File: src/idrc_defines.vh
// Constants for the identification and rate configuration block.
// Assumes inclusion by bare name from the same folder.
`ifndef IDRC_DEFINES_VH
`define IDRC_DEFINES_VH
// Register indices and byte addresses (index times four)
`define IDRC_IDX_IDENT        8'h00
`define IDRC_IDX_CFG1         8'h01
`define IDRC_ADDR_IDENT       10'h000
`define IDRC_ADDR_CFG1        10'h004
// Identification layout
`define IDRC_ID_FAMILY_LSB    5
`define IDRC_ID_HIGH_BIT      4
`define IDRC_ID_LOW_BIT       3
`define IDRC_ID_CHAN_HI_BIT   2
`define IDRC_ID_RESERVED_CNT  2'h3
// Configuration one layout
`define IDRC_CFG_READBACK_BIT 6
`define IDRC_CFG_OSC_OUT_BIT  5
`define IDRC_CFG_RATE_MSB     2
`define IDRC_CFG_WMASK        8'h67
`define IDRC_CFG1_RESET       8'h04
`define IDRC_RATE_FORBIDDEN   3'h7
`define IDRC_RATE_DEFAULT     3'h4
// Bus response codes
`define IDRC_RESP_OKAY        2'h0
`define IDRC_RESP_SLVERR      2'h2
// Last count of the modulator prescaler
`define IDRC_MOD_LAST         4'hf
// Modulator clock is master clock over 16
`define IDRC_MOD_DIV_LOG2     4
// Rate divide base is 16, i.e. 2^4 at code 000
`define IDRC_RATE_BASE_LOG2   4
`endif

File: src/idrc_divider.v
// Free-running divider producing data-ready strobes from a clock enable.
// Assumes tick_i is a one-cycle pulse in the clk_i domain.
`timescale 1ns/1ns
module idrc_divider
#(
  parameter WIDTH = 10
)
(
  input  wire             clk_i,
  input  wire             rst_i,
  input  wire             tick_i,
  input  wire [WIDTH-1:0] limit_i,
  output reg              pulse_o
);
  reg [WIDTH-1:0] count;

  always @(posedge clk_i)
  begin
    if (rst_i)
    begin
      count   <= {WIDTH{1'b0}};
      pulse_o <= 1'b0;
    end
    else
    begin
      pulse_o <= 1'b0;
      if (tick_i)
      begin
        // Restart if the limit shrank under the count
        if (count >= limit_i)
        begin
          count   <= {WIDTH{1'b0}};
          pulse_o <= 1'b1;
        end
        else
        begin
          count <= count + {{(WIDTH-1){1'b0}}, 1'b1};
        end
      end
    end
  end
endmodule // idrc_divider

File: src/idrc_regs.v
// Identification and global rate configuration registers with rate timing.
// Assumes an Avalon-MM master on clk_i; clock_source_pin is asynchronous.
//
// The Avalon-MM register port is this design's own decision.
`timescale 1ns/1ns
`include "idrc_defines.vh"
// Function
// - Identification register at index 00h is fixed and ignores writes.
// - Top three identification bits always return the fixed family code.
// - Identification bit 4 reads one, bit 3 reads zero.
// - Identification bit 2 always reads one.
// - Bits 1:0 give channel count; pattern 11 is never reported.
// - Bit 6 picks daisy-chain at 0 (default), multiple readback at 1.
// - Bit 5 drives oscillator onto clock pin when source pin high.
// - Rate code divides modulator clock 16..1024; default 100; 111 banned.
module idrc_regs
#(
  parameter [2:0] FAMILY_CODE   = 3'h2, // Arbitrary value
  parameter [1:0] CHANNEL_CODE  = 2'h3  // Arbitrary value
)
(
  input  wire        clk_i,
  input  wire        rst_i,
  input  wire [9:0]  avs_address_i,
  input  wire        avs_read_i,
  input  wire        avs_write_i,
  input  wire [3:0]  avs_byteenable_i,
  input  wire [31:0] avs_writedata_i,
  output reg  [31:0] avs_readdata_o,
  output reg  [1:0]  avs_response_o,
  output reg         avs_waitrequest_o,
  input  wire        clock_source_pin_i,
  input  wire        osc_clk_i,
  output reg         readback_mode_o,
  output reg         osc_out_en_o,
  output reg         clk_pin_o,
  output reg  [2:0]  output_rate_select_o,
  output reg         modulator_clock_o,
  output reg         data_ready_o,
  output reg         rate_error_o
);
  localparam ST_IDLE = 1'b0;
  localparam ST_DONE = 1'b1;

  reg        state;
  reg [7:0]  cfg1;
  reg        pin_meta;
  reg        pin_sync;
  reg        osc_meta;
  reg        osc_sync;
  reg [3:0]  mod_count;
  reg        mod_tick;
  reg [7:0]  next_cfg1;
  reg [7:0]  ident;
  reg [31:0] next_rdata;
  reg [1:0]  next_resp;
  wire       hit_ident;
  wire       hit_cfg1;
  wire       ready_pulse;
  wire       cfg_commit;

  // Only lane zero carries the register, so only it qualifies a write
  function cfg_write_hit;
    input       wr;
    input [9:0] addr;
    input [3:0] be;
    begin
      cfg_write_hit = wr && (addr == `IDRC_ADDR_CFG1) && be[0];
    end
  endfunction

  function rate_forbidden;
    input [2:0] code;
    begin
      rate_forbidden = (code == `IDRC_RATE_FORBIDDEN);
    end
  endfunction

  // Sanitise a written rate: forbidden code falls back to the default
  function [2:0] legal_rate;
    input [2:0] code;
    begin
      if (rate_forbidden(code))
        legal_rate = `IDRC_RATE_DEFAULT;
      else
        legal_rate = code;
    end
  endfunction

  // Divide ratio in modulator ticks, minus one, for a rate code
  function [9:0] rate_limit;
    input [2:0] code;
    reg   [10:0] span;
    begin
      span       = 11'h010 << code;
      rate_limit = span[9:0] - 10'h001;
    end
  endfunction

  // Fixed-zero bits stay zero even if the host breaks the rule
  function [7:0] clean_cfg;
    input [7:0] data;
    begin
      clean_cfg      = data & `IDRC_CFG_WMASK;
      clean_cfg[2:0] = legal_rate(data[2:0]);
    end
  endfunction

  assign hit_ident = (avs_address_i == `IDRC_ADDR_IDENT);
  assign hit_cfg1  = (avs_address_i == `IDRC_ADDR_CFG1);
  // Commit on the accept edge, the one where waitrequest is seen low
  assign cfg_commit = (state == ST_DONE) &&
                      cfg_write_hit(avs_write_i, avs_address_i,
                                    avs_byteenable_i);

  always @*
  begin
    ident = 8'h00;
    ident[7:`IDRC_ID_FAMILY_LSB] = FAMILY_CODE;
    ident[`IDRC_ID_HIGH_BIT] = 1'b1;
    ident[`IDRC_ID_LOW_BIT] = 1'b0;
    ident[`IDRC_ID_CHAN_HI_BIT] = 1'b1;
    // Reserved channel pattern is replaced by the lowest count
    if (CHANNEL_CODE == `IDRC_ID_RESERVED_CNT)
      ident[1:0] = 2'h0;
    else
      ident[1:0] = CHANNEL_CODE;
  end

  always @*
  begin
    next_cfg1 = cfg1;
    if (cfg_commit)
    begin
      next_cfg1 = clean_cfg(avs_writedata_i[7:0]);
    end
  end

  always @*
  begin
    next_rdata = 32'h0000_0000;
    next_resp  = `IDRC_RESP_OKAY;
    if (hit_ident)
      next_rdata = {24'h00_0000, ident};
    else if (hit_cfg1)
      next_rdata = {24'h00_0000, cfg1};
    else
      next_resp = `IDRC_RESP_SLVERR;
  end

  // One wait cycle per access keeps readdata registered
  always @(posedge clk_i)
  begin
    if (rst_i)
    begin
      state             <= ST_IDLE;
      cfg1              <= `IDRC_CFG1_RESET;
      avs_readdata_o    <= 32'h0000_0000;
      avs_response_o    <= `IDRC_RESP_OKAY;
      avs_waitrequest_o <= 1'b1;
    end
    else
    begin
      // Identification is never a write target
      cfg1 <= next_cfg1;
      case (state)
        ST_IDLE:
        begin
          if (avs_read_i || avs_write_i)
          begin
            state             <= ST_DONE;
            avs_waitrequest_o <= 1'b0;
            // Registered now so the data stand at the accept edge
            avs_readdata_o    <= avs_read_i ? next_rdata : 32'h0000_0000;
            avs_response_o    <= next_resp;
          end
          else
          begin
            avs_waitrequest_o <= 1'b1;
          end
        end
        ST_DONE:
        begin
          // Accept edge: a write commits here and the master lets go
          state             <= ST_IDLE;
          avs_waitrequest_o <= 1'b1;
        end
        default:
        begin
          state             <= ST_IDLE;
          avs_waitrequest_o <= 1'b1;
        end
      endcase
    end
  end

  // Pin may change at any time; two flops settle it before use
  always @(posedge clk_i)
  begin
    if (rst_i)
    begin
      pin_meta <= 1'b0;
      pin_sync <= 1'b0;
    end
    else
    begin
      pin_meta <= clock_source_pin_i;
      pin_sync <= pin_meta;
    end
  end

  // Oscillator runs free of clk_i, so it is resampled the same way
  always @(posedge clk_i)
  begin
    if (rst_i)
    begin
      osc_meta <= 1'b0;
      osc_sync <= 1'b0;
    end
    else
    begin
      osc_meta <= osc_clk_i;
      osc_sync <= osc_meta;
    end
  end

  // Modulator tick every 16 master clocks; clk_i stands in for master
  always @(posedge clk_i)
  begin
    if (rst_i)
    begin
      mod_count <= 4'h0;
      mod_tick  <= 1'b0;
    end
    else
    begin
      mod_count <= mod_count + 4'h1;
      mod_tick  <= (mod_count == `IDRC_MOD_LAST);
    end
  end

  // Square wave at the modulator rate, high for the upper half count
  always @(posedge clk_i)
  begin
    if (rst_i)
      modulator_clock_o <= 1'b0;
    else
      modulator_clock_o <= mod_count[`IDRC_MOD_DIV_LOG2-1];
  end

  idrc_divider #(
    .WIDTH (10)
  ) u_rate (
    .clk_i   (clk_i),
    .rst_i   (rst_i),
    .tick_i  (mod_tick),
    .limit_i (rate_limit(cfg1[`IDRC_CFG_RATE_MSB:0])),
    .pulse_o (ready_pulse)
  );

  // Mode and rate follow the register one clock later
  always @(posedge clk_i)
  begin
    if (rst_i)
    begin
      readback_mode_o      <= 1'b0;
      output_rate_select_o <= `IDRC_RATE_DEFAULT;
    end
    else
    begin
      readback_mode_o      <= cfg1[`IDRC_CFG_READBACK_BIT];
      output_rate_select_o <= cfg1[`IDRC_CFG_RATE_MSB:0];
    end
  end

  // Output only when internal source selected and enabled
  always @(posedge clk_i)
  begin
    if (rst_i)
    begin
      osc_out_en_o <= 1'b0;
      clk_pin_o    <= 1'b0;
    end
    else
    begin
      osc_out_en_o <= pin_sync & cfg1[`IDRC_CFG_OSC_OUT_BIT];
      // Resampled oscillator: its edges jitter by up to one clk_i period
      clk_pin_o    <= pin_sync & cfg1[`IDRC_CFG_OSC_OUT_BIT] &
                      osc_sync;
    end
  end

  // Strobe registered so the output comes straight from a flip-flop
  always @(posedge clk_i)
  begin
    if (rst_i)
      data_ready_o <= 1'b0;
    else
      data_ready_o <= ready_pulse;
  end

  // Flag follows the code of the latest accepted configuration write
  always @(posedge clk_i)
  begin
    if (rst_i)
      rate_error_o <= 1'b0;
    else if (cfg_commit)
      rate_error_o <= rate_forbidden(avs_writedata_i[2:0]);
  end
endmodule // idrc_regs

File: config.mk
export PLATFORM = sky130hd
export DESIGN_NAME = idrc_regs
export DESIGN_NICKNAME = d
export VERILOG_FILES = /design/src/idrc_divider.v /design/src/idrc_regs.v
export VERILOG_INCLUDE_DIRS = /design/src
export SDC_FILE = /design/constraint.sdc
export NUM_CORES = 1
export LEC_CHECK = 0
export ABC_CLOCK_PERIOD_IN_PS = 1600
export BUFFER_PORTS_ARGS = -buffer_cell sky130_fd_sc_hd__buf_4
export CAP_MARGIN = 20
export CORE_UTILIZATION = 30
export DETAILED_ROUTE_END_ITERATION = 7
export SLEW_MARGIN = 10
export SYNTH_ARGS = -nofsm -noshare
export SYNTH_HDL_FRONTEND = slang
export SYNTH_SLANG_ARGS = --single-unit
export TNS_END_PERCENT = 1
File: constraint.sdc
create_clock -name clk_i -period 1.6 [get_ports clk_i]
set_input_delay 0.24 -clock clk_i [delete_from_list [all_inputs] [get_ports clk_i]]
set_output_delay 0.24 -clock clk_i [all_outputs]
set_load 0.1 [all_outputs]
==> run summary <==
The area share of the largest cell type after synthesis was 0.454. The H-tree depth came out at 2. The global-route congestion overflow total was 0; the cell depth of the worst min-delay path was 2. The worst path required time is 1.84 ns.

Summed over all failing endpoints, the final setup total negative slack is -0.356 ns. The number of flops mapped to enable cells by yosys came out at 0. Setup violations remaining at the end of the flow were counted as 11. The worst-case IR drop observed on VDD is 388 uV. For this run, the top clock speed supported by timing is 0.603 GHz. The most common cell in the synthesized netlist is sky130_fd_sc_hd__dfxtp_1. After detailed routing, the number of remaining DRC violations is 0. The finished cells cover 2410 um2. Setup repair after global routing could not meet its margin everywhere. The post-detailed-placement cell area is 2240 um2, and the sink count of the clock tree is 43. The leakage power is 1.10 nW, and the CTS buffer count is 5. Counting cells, the worst reg-to-reg path comes to 6. In this run the remaining antenna-violating nets after routing total 0. For the worst setup path, the data arrival time is 1.89 ns. Across the routed clock network, the largest skew measured is 0.0110 ns.

For the number of instances in the synthesized netlist, the log shows 194. The final RePlAce weighted congestion came out at 0.754. The flow ran to the end, but the final reports show violations. TritonCTS built the clock tree. The tools report the final number of hold-violating endpoints as 0.

The Yosys step of the flow raised 0 warnings. The number of setup buffers added after CTS is 0. Ranked by instance count, the synthesized netlist is headed by sky130_fd_sc_hd__dfxtp_1, sky130_fd_sc_hd__buf_4, sky130_fd_sc_hd__nor2_1. At the later pin of the worst-skew pair, clock insertion delay measures 0.30 ns. After filler insertion, the fill cell instance count of the layout stands at 574. In this run the worst path has a maximum fanout of 5. The leading area contributor after synthesis is sky130_fd_sc_hd__dfxtp_1. The clock input transition at the sequential cells of the worst setup and hold paths came out at 0.09 ns. By area the synthesized netlist is led by sky130_fd_sc_hd__dfxtp_1, sky130_fd_sc_hd__buf_4, sky130_fd_sc_hd__ha_1. The tools report the initial detailed-routing violation count as 41. The placement row count is 28. The fraction of the cycle the final worst path needs was 1.04; the detailed-route vias per instance was 4.26.

The synthesized area per cell is 9.77 um2, and the number of distinct library cell variants in the gate-level netlist after synthesis is 38. Post-route worst setup slack: -0.0578 ns. The power per cell area was 985 nW/um2; the hold buffer count at CTS was 0. The tools report the maximum buffer depth of the clock tree as 2. The run gives 950 um2 as the area used by multi-input combinational logic.

The pre-CTS worst setup slack is -0.203 ns. The layout cell share with drive strength beyond 1 is 0.291, and the count of nets after finishing is 306. The total count of max-transition violations in the final report is 0, and the number of global-route vias before repair is 1182. The most used flip-flop cell after synthesis is sky130_fd_sc_hd__dfxtp_1. In this run the horizontal extent of the chip is 81.5 um.

For the area occupied by registers, the log shows 867 um2. STA classifies the critical path startpoint as a register. STA classifies the critical path endpoint as a register. The vertical die dimension came out at 81.5 um. The clock period minus final worst setup slack is 1.66 ns.

In the final routed layout, each cell accounts on average for 10.5 um. Worst hold-check path type: in -> reg. The netlist area before placement is 1900 um2, and the maximum number of pins on one net before global-route repair is 17.

The number of antenna diodes is 0, and the number of buffers added on ports is 38. The checks that failed: setup timing. Signed area change from the synthesized netlist to the final layout: 27.1%.

Synthesis inferred 43 register bits. Kind of critical path: reg -> reg. For this design the top-level I/O count stands at 96.

The run gives 6640 um2 as the total die area. CTS placed an instance of sky130_fd_sc_hd__clkbuf_8 at the clock tree root. The share of synthesized flip-flops with an asynchronous set or reset came out at 0. Sequential area share after synthesis: 0.454. The first-pass iteration count of the detailed router is 4, and the tightest hold margin is 0.143 ns. Across the run, the number of max-cap violations was 0. The run gives 0 as the initial antenna violation count.

The logs give 0.316 for the initial core utilization and 5990 um2 for the core outline area. For the overall track demand over capacity in global routing, the log shows 0.103. For this block, the via count after detailed routing is 1373. Wires add up to 3390 um.

Detailed placement ended at an HPWL of 2520 um. For the first-pass GRT wire length, the log shows 5240 um.
-- timing repair --
action                     CTS  global route
gates cloned                 1             0
setup endpoints to repair   11            11
pin swaps                   17             1
gates resized for setup     12             0
-- per-layer routing --
metal	GRT usage	up-vias	part of all wire	wire length [um]
met4	0.0429	0	0.016	54
met5	0	-	0	0
li1	-	712	-	-
met1	0.135	616	0.48	1630
met3	0.0289	6	0.051	173
met2	0.158	39	0.45	1530
-- final timing paths --
check / from / end / slack, ns
worst max-delay path: cfg1[1] / u_rate.count[6] / -0.06
worst min register to register: osc_sync / clk_pin_o / 0.43
worst min-delay path: clock_source_pin_i / pin_meta / 0.14
worst max register to register: cfg1[1] / u_rate.count[6] / -0.06
-- state kept, by name (all words and copies together) (netlist names), 3 cells and up --
signal	count
mod_count	4
u_rate.count	10
cfg1	5
output_rate_select_o	3
avs_readdata_o	6
-- metrics by stage --
stage,util,power (mW),cells
6_report,0.402,2.37,322
5_1_grt,0.402,2.47,322
4_1_cts,0.402,2.41,322
3_5_place_dp,0.373,1.54,313
3_3_place_gp,0.373,1.53,313
2_1_floorplan,-,1.52,220
-- logic make-up (layout without fill, tap and decap cells) --
| kind of cell | count (synthesis) | count (layout) | synth area share |
|---|---|---|---|
| compound gates | 21 | 22 | 0.0885 |
| xor+xnor | 11 | 11 | 0.0508 |
| flops | 43 | 43 | 0.454 |
| fa+ha+maj | 8 | 8 | 0.0528 |
| buf+inv | 36 | 62 | 0.126 |
| other cells | 1 | 27 | 0.00198 |
| simple gates | 71 | 71 | 0.210 |
| mux | 3 | 3 | 0.0158 |
-- where the power goes --
| part | total [mW] | switching, mW | internal (mW) |
|---|---|---|---|
| Clock | 0.862 | 0.391 | 0.470 |
| Sequential | 1.09 | 0.00801 | 1.08 |
| Combinational | 0.418 | 0.359 | 0.0596 |
-- cell usage in the layout (no fill, tap or decap), drive strengths merged, types with 2 or more instances in the layout --
cell type	Yosys	layout
a21o	4	4
a21oi	3	3
a22o	3	3
and2	2	2
and3	3	3
and4	3	3
buf	30	48
clkbuf	0	5
conb	1	27
dfxtp	43	43
ha	8	8
inv	6	7
mux2i	3	3
nand2	7	7
nand3	8	8
nand4	5	5
nor2	23	23
nor2b	10	10
nor3	6	6
nor4	2	2
o211ai	1	2
o21ai	3	3
o2bb2ai	2	2
xnor2	7	7
xor2	4	4
-- layout make-up --
class                           count  share of cell area
Clock inverter                      3              0.0192
Sequential cell                    43               0.360
Tap cell                           75              0.0390
Multi-Input combinational cell    142               0.394
Timing Repair Buffer               48               0.150
Inverter                            6             0.00935
Clock buffer                        5              0.0286
-- critical path, stage by stage, from the launching register on --
cell and delay, ns:
sky130_fd_sc_hd__dfxtp_2 0.35, sky130_fd_sc_hd__nor3_2 0.18, sky130_fd_sc_hd__ha_1 0.25, sky130_fd_sc_hd__and4_4 0.19, sky130_fd_sc_hd__a221oi_4 0.33, sky130_fd_sc_hd__o211ai_2 0.18
sky130_fd_sc_hd__nor2_1 0.12
Power figures use the tool's default switching activity.
